File: config.mk
export PLATFORM = sky130hd
export DESIGN_NAME = mem_access
export DESIGN_NICKNAME = d
export VERILOG_FILES = /design/src/hw/mem_access_pkg.sv /design/src/hw/mem_access.sv
export SDC_FILE = /design/constraint.sdc
export NUM_CORES = 2
export LEC_CHECK = 0
export ABC_CLOCK_PERIOD_IN_PS = 22900
export BUFFER_PORTS_ARGS = -buffer_cell sky130_fd_sc_hd__buf_2
export CORE_ASPECT_RATIO = 1.1
export CORE_MARGIN = 2
export CORE_UTILIZATION = 35
export DETAILED_ROUTE_END_ITERATION = 8
export SYNTH_ARGS = -nofsm -noshare
export SYNTH_HDL_FRONTEND = slang
export SYNTH_SLANG_ARGS = --single-unit
File: constraint.sdc
create_clock -name clk -period 22.9 [get_ports clk]
set_clock_uncertainty 0.2 [all_clocks]
set_input_delay 3.435 -clock clk [delete_from_list [all_inputs] [get_ports clk]]
set_output_delay 3.435 -clock clk [all_outputs]
set_load 0.1 [all_outputs]
File: src/hw/mem_access_pkg.sv
// Constants for table read, return stack and data memory banking
package mem_access_pkg;
  // Special-purpose register locations
  localparam logic [7:0] ADDR_IND0 = 8'h00;
  localparam logic [7:0] ADDR_MP0 = 8'h01;
  localparam logic [7:0] ADDR_IND1 = 8'h02;
  localparam logic [7:0] ADDR_MP1 = 8'h03;
  localparam logic [7:0] ADDR_BANK = 8'h04;
  localparam logic [7:0] ADDR_TPL = 8'h07;
  localparam logic [7:0] ADDR_THB = 8'h08;
  localparam logic [7:0] ADDR_TPH = 8'h1F;
  // Data memory decode limits
  localparam logic [7:0] SPECIAL_LAST = 8'h2F;
  localparam logic [7:0] GENERAL_FIRST = 8'h40;
  localparam logic [7:0] DISP_FIRST = 8'h80;
  localparam logic [7:0] DISP_LAST = 8'hA7;
  localparam logic [4:0] BANK_GENERAL = 5'h00;
  localparam logic [4:0] BANK_DISPLAY = 5'h0F;
  // Bank select bit that supplies ROM address bit 13
  localparam int ROM_BANK_BIT = 5;
  // Forced page for the last-page table read
  localparam logic [5:0] LAST_PAGE = 6'h3F;
  // Reset values
  localparam logic [7:0] REG_RESET = 8'h00;
  localparam logic [2:0] SP_RESET = 3'h0;
  // Access target kinds
  localparam logic [1:0] SEL_NONE = 2'h0;
  localparam logic [1:0] SEL_SPECIAL = 2'h1;
  localparam logic [1:0] SEL_GENERAL = 2'h2;
  localparam logic [1:0] SEL_DISPLAY = 2'h3;
endpackage

File: src/hw/mem_access.sv
// Table read, return stack and banked data memory of the core
`timescale 1ns/10ps
module mem_access #(
  parameter int DEPTH = 8,
  parameter int DISP_BYTES = 40
) (
  input wire logic clk,
  input wire logic nrst,
  input wire logic [7:0] dm_addr,
  input wire logic dm_rd,
  input wire logic dm_wr,
  input wire logic [7:0] dm_wdata,
  input wire logic dm_bset,
  input wire logic dm_bclr,
  input wire logic [2:0] dm_bit,
  output logic [7:0] dm_rdata_q,
  input wire logic tbl_any_req,
  input wire logic tbl_last_req,
  input wire logic [7:0] tbl_dest,
  input wire logic [15:0] rom_data,
  output logic [13:0] rom_addr_q,
  output logic tbl_busy_q,
  input wire logic [12:0] pc_in,
  input wire logic call_req,
  input wire logic jump_req,
  input wire logic ret_req,
  input wire logic int_req,
  output logic int_ack_q,
  output logic stack_full_q,
  output logic [12:0] ret_pc_q,
  output logic rom_bank_q,
  output logic [DISP_BYTES*8-1:0] disp_dots_q
);
  typedef enum logic {T_IDLE, T_FETCH} tbl_state_e;

  // Resolves an access address to a target kind and an effective address
  function automatic logic [9:0] mem_sel(input logic [7:0] a, input logic [7:0] p0,
                                         input logic [7:0] p1, input logic [4:0] bank);
    logic [7:0] ea;
    logic ind;
    logic via1;
    ind = (a == mem_access_pkg::ADDR_IND0) || (a == mem_access_pkg::ADDR_IND1);
    via1 = (a == mem_access_pkg::ADDR_IND1);
    ea = (a == mem_access_pkg::ADDR_IND0) ? p0 : (via1 ? p1 : a);
    if (ind && (ea == mem_access_pkg::ADDR_IND0 || ea == mem_access_pkg::ADDR_IND1))
      mem_sel = {mem_access_pkg::SEL_NONE, ea};
    else if (ea <= mem_access_pkg::SPECIAL_LAST)
      mem_sel = {mem_access_pkg::SEL_SPECIAL, ea};
    else if (via1 && bank == mem_access_pkg::BANK_DISPLAY
             && ea >= mem_access_pkg::DISP_FIRST && ea <= mem_access_pkg::DISP_LAST)
      mem_sel = {mem_access_pkg::SEL_DISPLAY, ea};
    else if (bank == mem_access_pkg::BANK_GENERAL && ea >= mem_access_pkg::GENERAL_FIRST)
      mem_sel = {mem_access_pkg::SEL_GENERAL, ea};
    else
      mem_sel = {mem_access_pkg::SEL_NONE, ea};
  endfunction

  logic [7:0] mp0_q, mp0_d, mp1_q, mp1_d, bank_q, bank_d;
  logic [7:0] tpl_q, tpl_d, tph_q, tph_d, thb_q, thb_d;
  logic [7:0] gp_mem [0:255-8'h40];
  logic [7:0] dest_q, dest_d;
  tbl_state_e tst_q, tst_d;
  logic [13:0] rom_addr_d;
  logic busy_d;
  logic [9:0] rsel, wsel;
  logic [7:0] cur, wval, wa, rd_d;
  logic we;
  logic [5:0] didx_r, didx_w;
  logic [13:0] stk [0:DEPTH-1];
  logic [2:0] sp_q, sp_d, top;
  logic [3:0] fill_q, fill_d;
  logic full_d, ack_d, bank_d13, push, pop;
  logic [12:0] ret_d;

  // Read-side decode and current value of the addressed location
  always_comb
  begin
    rsel = mem_sel(dm_addr, mp0_q, mp1_q, bank_q[4:0]);
    didx_r = 6'(rsel[7:0] - mem_access_pkg::DISP_FIRST);
    cur = 8'h00;
    case (rsel[9:8])
      mem_access_pkg::SEL_SPECIAL:
        case (rsel[7:0])
          mem_access_pkg::ADDR_MP0: cur = mp0_q;
          mem_access_pkg::ADDR_MP1: cur = mp1_q;
          mem_access_pkg::ADDR_BANK: cur = bank_q;
          mem_access_pkg::ADDR_TPL: cur = tpl_q;
          mem_access_pkg::ADDR_THB: cur = thb_q;
          mem_access_pkg::ADDR_TPH: cur = tph_q;
          default: cur = 8'h00;
        endcase
      mem_access_pkg::SEL_GENERAL: cur = gp_mem[8'(rsel[7:0] - mem_access_pkg::GENERAL_FIRST)];
      mem_access_pkg::SEL_DISPLAY: cur = disp_dots_q[{didx_r, 3'b000} +: 8];
      default: cur = 8'h00;
    endcase
    rd_d = dm_rd ? cur : dm_rdata_q;
  end

  // Single write port; the table read's second cycle owns it
  always_comb
  begin
    if (tst_q == T_FETCH)
    begin
      wa = dest_q;
      wval = rom_data[7:0];
      we = 1'b1;
    end
    else
    begin
      wa = dm_addr;
      we = dm_wr | dm_bset | dm_bclr;
      if (dm_bset)
        wval = cur | (8'h01 << dm_bit);
      else if (dm_bclr)
        wval = cur & ~(8'h01 << dm_bit);
      else
        wval = dm_wdata;
    end
    wsel = mem_sel(wa, mp0_q, mp1_q, bank_q[4:0]);
    didx_w = 6'(wsel[7:0] - mem_access_pkg::DISP_FIRST);
  end

  // Special registers and table sequencer next values
  always_comb
  begin
    mp0_d = mp0_q;
    mp1_d = mp1_q;
    bank_d = bank_q;
    tpl_d = tpl_q;
    tph_d = tph_q;
    thb_d = thb_q;
    dest_d = dest_q;
    tst_d = tst_q;
    rom_addr_d = rom_addr_q;
    busy_d = 1'b0;
    if (we && wsel[9:8] == mem_access_pkg::SEL_SPECIAL)
      case (wsel[7:0])
        mem_access_pkg::ADDR_MP0: mp0_d = wval;
        mem_access_pkg::ADDR_MP1: mp1_d = wval;
        mem_access_pkg::ADDR_BANK: bank_d = wval;
        mem_access_pkg::ADDR_TPL: tpl_d = wval;
        mem_access_pkg::ADDR_TPH: tph_d = wval;
        default: ;
      endcase
    case (tst_q)
      T_IDLE:
        if (tbl_any_req || tbl_last_req)
        begin
          tst_d = T_FETCH;
          busy_d = 1'b1;
          dest_d = tbl_dest;
          if (tbl_last_req)
            rom_addr_d = {mem_access_pkg::LAST_PAGE, tpl_q};
          else
            rom_addr_d = {tph_q[5:0], tpl_q};
        end
      T_FETCH:
      begin
        thb_d = rom_data[15:8];
        tst_d = T_IDLE;
      end
      default: tst_d = T_IDLE;
    endcase
  end

  // Register state of the data side and the table sequencer
  always_ff @(posedge clk)
  begin
    if (!nrst)
    begin
      mp0_q <= mem_access_pkg::REG_RESET;
      mp1_q <= mem_access_pkg::REG_RESET;
      bank_q <= mem_access_pkg::REG_RESET;
      tpl_q <= mem_access_pkg::REG_RESET;
      tph_q <= mem_access_pkg::REG_RESET;
      thb_q <= mem_access_pkg::REG_RESET;
      dest_q <= mem_access_pkg::REG_RESET;
      dm_rdata_q <= mem_access_pkg::REG_RESET;
      rom_addr_q <= 14'h0000;
      tbl_busy_q <= 1'b0;
      tst_q <= T_IDLE;
      disp_dots_q <= '0;
    end
    else
    begin
      mp0_q <= mp0_d;
      mp1_q <= mp1_d;
      bank_q <= bank_d;
      tpl_q <= tpl_d;
      tph_q <= tph_d;
      thb_q <= thb_d;
      dest_q <= dest_d;
      dm_rdata_q <= rd_d;
      rom_addr_q <= rom_addr_d;
      tbl_busy_q <= busy_d;
      tst_q <= tst_d;
      if (we && wsel[9:8] == mem_access_pkg::SEL_DISPLAY)
        disp_dots_q[{didx_w, 3'b000} +: 8] <= wval;
    end
  end

  // General memory holds no reset
  always_ff @(posedge clk)
  begin
    if (we && wsel[9:8] == mem_access_pkg::SEL_GENERAL)
      gp_mem[8'(wsel[7:0] - mem_access_pkg::GENERAL_FIRST)] <= wval;
  end

  // Stack control: return wins over call and acknowledge, which waits out a jump
  // Fill count, not the index, tells empty from full once the index has wrapped
  always_comb
  begin
    top = sp_q - 3'h1;
    pop = ret_req && (fill_q != 4'h0);
    ack_d = int_req && !stack_full_q && !call_req && !ret_req && !jump_req
            && !int_ack_q;
    push = (call_req || ack_d) && !ret_req;
    sp_d = sp_q;
    fill_d = fill_q;
    full_d = stack_full_q;
    ret_d = ret_pc_q;
    bank_d13 = rom_bank_q;
    if (pop)
    begin
      sp_d = top;
      fill_d = fill_q - 4'h1;
      full_d = 1'b0;
      ret_d = stk[top][12:0];
      bank_d13 = stk[top][13];
    end
    else if (push)
    begin
      sp_d = sp_q + 3'h1;
      fill_d = stack_full_q ? fill_q : fill_q + 4'h1;
      full_d = (fill_d == 4'(DEPTH));
      bank_d13 = call_req ? bank_q[mem_access_pkg::ROM_BANK_BIT] : 1'b0;
    end
    else if (jump_req)
      bank_d13 = bank_q[mem_access_pkg::ROM_BANK_BIT];
  end

  // Stack entries and pointer; nothing here is software visible
  always_ff @(posedge clk)
  begin
    if (!nrst)
    begin
      sp_q <= mem_access_pkg::SP_RESET;
      fill_q <= 4'h0;
      stack_full_q <= 1'b0;
      int_ack_q <= 1'b0;
      ret_pc_q <= 13'h0000;
      rom_bank_q <= 1'b0;
    end
    else
    begin
      sp_q <= sp_d;
      fill_q <= fill_d;
      stack_full_q <= full_d;
      int_ack_q <= ack_d;
      ret_pc_q <= ret_d;
      rom_bank_q <= bank_d13;
      if (push)
        stk[sp_q] <= {rom_bank_q, pc_in};
    end
  end

  // Checks
  chk_tbl_two_cycle: assert property (@(posedge clk) disable iff (!nrst)
    (tst_q == T_IDLE && (tbl_any_req || tbl_last_req)) |=> tbl_busy_q ##1 !tbl_busy_q)
    else $error("table read not two cycles");
  chk_any_bank_addr: assert property (@(posedge clk) disable iff (!nrst)
    (tst_q == T_IDLE && tbl_any_req && !tbl_last_req)
    |=> rom_addr_q == {$past(tph_q[5:0]), $past(tpl_q)})
    else $error("any-bank address wrong");
  chk_last_page_addr: assert property (@(posedge clk) disable iff (!nrst)
    (tst_q == T_IDLE && tbl_last_req)
    |=> rom_addr_q == {mem_access_pkg::LAST_PAGE, $past(tpl_q)})
    else $error("last-page address wrong");
  chk_high_byte_load: assert property (@(posedge clk) disable iff (!nrst)
    tst_q == T_FETCH |=> thb_q == $past(rom_data[15:8]))
    else $error("high byte not loaded");
  chk_high_ro: assert property (@(posedge clk) disable iff (!nrst)
    tst_q == T_IDLE |=> $stable(thb_q))
    else $error("high byte changed outside table read");
  chk_full_no_ack: assert property (@(posedge clk) disable iff (!nrst)
    stack_full_q |=> !int_ack_q)
    else $error("acknowledge on full stack");
  chk_ret_restore: assert property (@(posedge clk) disable iff (!nrst)
    pop |=> ret_pc_q == $past(stk[top][12:0]) && rom_bank_q == $past(stk[top][13]))
    else $error("return value wrong");
  chk_full_wrap: assert property (@(posedge clk) disable iff (!nrst)
    (push && stack_full_q) |=> stack_full_q && sp_q == 3'($past(sp_q) + 3'h1))
    else $error("overflow push wrong");
  chk_disp_ptr0: assert property (@(posedge clk) disable iff (!nrst)
    (tst_q == T_IDLE && dm_addr == mem_access_pkg::ADDR_IND0) |=> $stable(disp_dots_q))
    else $error("first pointer reached display");
  chk_bank_latch: assert property (@(posedge clk) disable iff (!nrst)
    ((jump_req || call_req) && !ret_req)
    |=> rom_bank_q == $past(bank_q[mem_access_pkg::ROM_BANK_BIT]))
    else $error("bank bit not latched");
  cov_table_read: cover property (@(posedge clk) disable iff (!nrst)
    tst_q == T_FETCH ##1 tst_q == T_IDLE);
  cov_stack_full: cover property (@(posedge clk) disable iff (!nrst)
    int_req && stack_full_q ##1 pop);
  cov_disp_write: cover property (@(posedge clk) disable iff (!nrst)
    we && wsel[9:8] == mem_access_pkg::SEL_DISPLAY);
endmodule // mem_access

==> impl_metrics.py <==
metrics = {
    "outcome": {
        "status": "finished, final reports clean",
    },
    "worst_setup_path": {
        "required_ns": 23.19,
        "r2r_start": "mp0_q[1]$_SDFFE_PN0P_",
        "r2r-end": "gp_mem[2][1]$_DFFE_PP_",
        "startpoint_type": "input pin",
        "worstSetupEndpointType": "flop",
        "path_max_fanout": 148,
        "crit_type": "in -> reg",
        "regToRegSetupSlack_ns": 14.38,
        "worst_ep_arrival_time_ns": 11.56,
        "worstRegToRegCells": 14,
    },
    "floorplan": {
        "coreArea_um2": 243200,
        "io-pin-count": 427,
        "die_area_um2": 248000,
        "die_y_um": 522.1,
        "num_rows": 190,
        "start_util_pct": 35.12,
        "die_x_um": 475.0,
    },
    "timing": {
        "slew_violations": 0,
        "rsz0062_at_grt": "no",
        "finalSetupViolations": 0,
        "finalSetupTns_ns": 0,
        "tightest_slew_ns": 1.415,
        "min_period_ns": 11.27,
        "fin_crit_sh_pct": 49.20,
        "max_clock_freq_mhz": 88.76,
        "max-slew-margin-rel_pct": 5.348,
        "finalHoldViolCount": 0,
    },
    "power": {
        "p_int_mw": 6.517,
        "power_density_nw_per_um2": 91.09,
        "ir_drop_uv": 96.36,
        "p_switching_mw": 2.444,
        "clockPowerShare_pct": 39.8,
        "p_seq_share_pct": 47.5,
        "power_mw": 8.961,
        "combPwrFrac_pct": 12.6,
        "p_leak_nw": 33.57,
        "swShare_pct": 27.28,
    },
    "detailed_routing": {
        "drt_wl_total_mm": 363.9,
        "via_count": 65960,
        "ant_nets": 0,
        "drtIter0Drc": 10200,
        "avgRoutedWirePerCell_um": 34.22,
        "drt-pass1-iter-count": 8,
        "drc": 0,
        "vias_per_cell": 6.202,
    },
    "yosys": {
        "async_flop_share_pct": 0,
        "postSynthAreaPerCell_um2": 12.42,
        "synth.top_cells.by_count": "edfxtp_1, nand2_1, nand3_1",
        "synth_seq_area_share_pct": 67.83,
        "syn_nets": 6955,
        "synth_most_common_cell": "edfxtp_1",
        "synth_edf_count": 1648,
        "netlist_instances": 6875,
        "synth_top_area_share_pct": 57.94,
        "ys_top_cells_by_area": "edfxtp_1, dfxtp_1, nand2_1",
        "synth_top_area_cell": "edfxtp_1",
        "ys_seq_elements": 2070,
        "ys_types": 99,
        "yosysWarnings": 0,
        "synthFlopType": "edfxtp_1",
        "syn_area_um2": 85420,
    },
    "flow_run": {
        "cap_violations": 0,
    },
    "clock_tree": {
        "cts_hold_buf": 0,
        "path_clk_slew_ns": 0.06,
        "cts_root_buffer": "clkbuf_16",
        "cts_tree": "done",
        "h-tree-depth": 4,
        "clk_latency_ns": 0.89,
        "post_cts_resized": 0,
        "clock-sinks": 2070,
        "cts_buffer_depth": 3,
        "cts_setup_buffers": 0,
        "cts_buffers": 214,
    },
    "placed_design": {
        "numPortBuffers": 426,
        "hpwlAfterDp_mm": 235.4,
        "gp_congestion": 0.9692,
        "dp.cells": 10210,
    },
    "finish": {
        "stdcell_count": 10630,
        "area_growth_pct": 15.17,
        "regArea_um2": 57940,
        "multi_input_area_um2": 25580,
        "fillCellCount": 22720,
        "layout-drive-gt1-share_pct": 14.86,
        "fin_nets": 7245,
    },
    "global_route": {
        "track_usage_pct": 28.39,
        "grt_remaining_overflow": 0,
        "grt_pass1_vias": 60690,
        "grt_antenna_before_repair": 35,
        "grt_max_degree": 149,
        "grt_pass1_wl_mm": 495.1,
    },
    "min_path": {
        "hold_path.startpoint": "disp_dots_q[46]$_SDFFE_PN0P_",
        "whs_endpoint": "disp_dots_q[46]$_SDFFE_PN0P_",
        "hold_depth": 2,
        "worstHoldPathType": "reg -> reg",
    },
}
==> cell families (layout without fill, tap and decap cells) <==
kind of cell	count (synthesis)	after routing	share of synthesized area (%)
mux	387	387	5.197
fa+ha+maj	12	12	0.1758
xor+xnor	10	10	0.1025
buf+inv	552	1026	2.811
simple gates	2546	2546	13.56
other cells	0	21	0
flops	2070	2070	67.83
compound gates	1298	1298	10.33
==> cell usage in the layout, fill, tap and decap left out, types with 21 or more instances in the layout <==
cell / count
dfxtp_1: 421
buf_2: 426
nor3_1: 34
diode_2: 21
or3_1: 31
nand3_1: 704
a32oi_1: 81
and3_1: 183
a41oi_1: 24
buf_4: 154
a31oi_1: 64
a22oi_1: 22
or2_2: 27
clkbuf_1: 48
mux4_2: 43
a211oi_1: 194
mux2_2: 21
clkbuf_16: 215
o21ai_1: 58
nor4_1: 27
nand2_1: 1045
clkinv_1: 42
o21ai_0: 353
nor2_1: 339
o22ai_1: 47
o41ai_1: 23
inv_1: 28
mux2i_1: 322
nand4_1: 43
o31ai_1: 40
a21oi_1: 146
edfxtp_1: 1648
bufinv_16: 25
clkinv_2: 36
==> worst max-delay path, cell delays in order <==
cell	delay, ns
buf_2	0.17
or4_1	0.92
o31ai_4	0.52
nand2_8	0.46
buf_4	0.59
buf_12	0.32
mux2i_1	0.26
a221o_1	0.41
o41ai_1	0.63
nand3_1	0.36
o22ai_1	0.82
o21bai_4	0.16
buf_4	0.36
inv_6	0.54
buf_4	0.88
==> power by group through the flow <==
stage                     sequential [mW]  combinational, mW  clock [mW]
final                                4.26               1.13        3.57
after global routing                 4.26               1.16        3.71
after CTS                            4.26               1.10        3.57
after detailed placement             4.34               1.10           0
after global placement               4.34               1.08           0
after floorplan                      4.46              0.553           0
==> layout make-up <==
class | count | share of cell area (%)
multi-input cells | 4253 | 26.01
diodes | 21 | 0.05342
clock inverters | 128 | 1.422
inverters | 37 | 0.1844
repair buffers | 589 | 3.520
clock buffers | 272 | 5.769
flip-flops and latches | 2070 | 58.89
well taps | 3264 | 4.151
==> per-layer routing <==
| layer | part of all wire (%) | routed length, um | global-route usage (%) |
|---|---|---|---|
| met2 | 44 | 158900 | 42.56 |
| met1 | 36 | 130300 | 35.31 |
| met5 | 0.036 | 131 | 0.2132 |
| met3 | 13 | 46080 | 8.511 |
| met4 | 7.8 | 28550 | 19.05 |
==> worst max path at each step <==
stage               startpoint                  endpoint  slack, ns  cells after the start
finish              dm_addr[4]    gp_mem[2][1]$_DFFE_PP_      11.63                     15
global route        dm_addr[4]    gp_mem[2][1]$_DFFE_PP_      11.75                     17
CTS                 dm_addr[4]   gp_mem[36][1]$_DFFE_PP_      12.03                     17
detailed placement  dm_addr[4]    gp_mem[0][1]$_DFFE_PP_      11.13                     17
global placement    dm_addr[4]  gp_mem[113][5]$_DFFE_PP_      11.02                     15
floorplan           dm_addr[3]    gp_mem[0][3]$_DFFE_PP_      13.23                     17
==> registers in the layout, indices dropped and copies added (netlist names), 3 cells and up <==
| name | flops |
|---|---|
| bank_q | 8 |
| thb_q | 8 |
| dm_rdata_q | 8 |
| tpl_q | 8 |
| dest_q | 8 |
| rom_addr_q | 14 |
| gp_mem | 1536 |
| stk | 112 |
| fill_q | 4 |
| mp1_q | 8 |
| disp_dots_q | 320 |
| tph_q | 8 |
| mp0_q | 8 |
| sp_q | 3 |
| ret_pc_q | 13 |
==> per-stage QoR <==
stage	hold WS [ns]	instance area, um2	setup slack (ns)	utilization, %
2_1_floorplan	0.2255	85420	13.23	-
3_3_place_gp	0.2544	91250	11.02	37.52
3_5_place_dp	0.2592	91250	11.13	37.52
4_1_cts	0.2669	98320	12.03	40.43
5_1_grt	0.2918	98330	11.75	40.43
6_report	0.2696	98380	11.63	40.45
No activity file was read; power rests on OpenSTA's default activity.
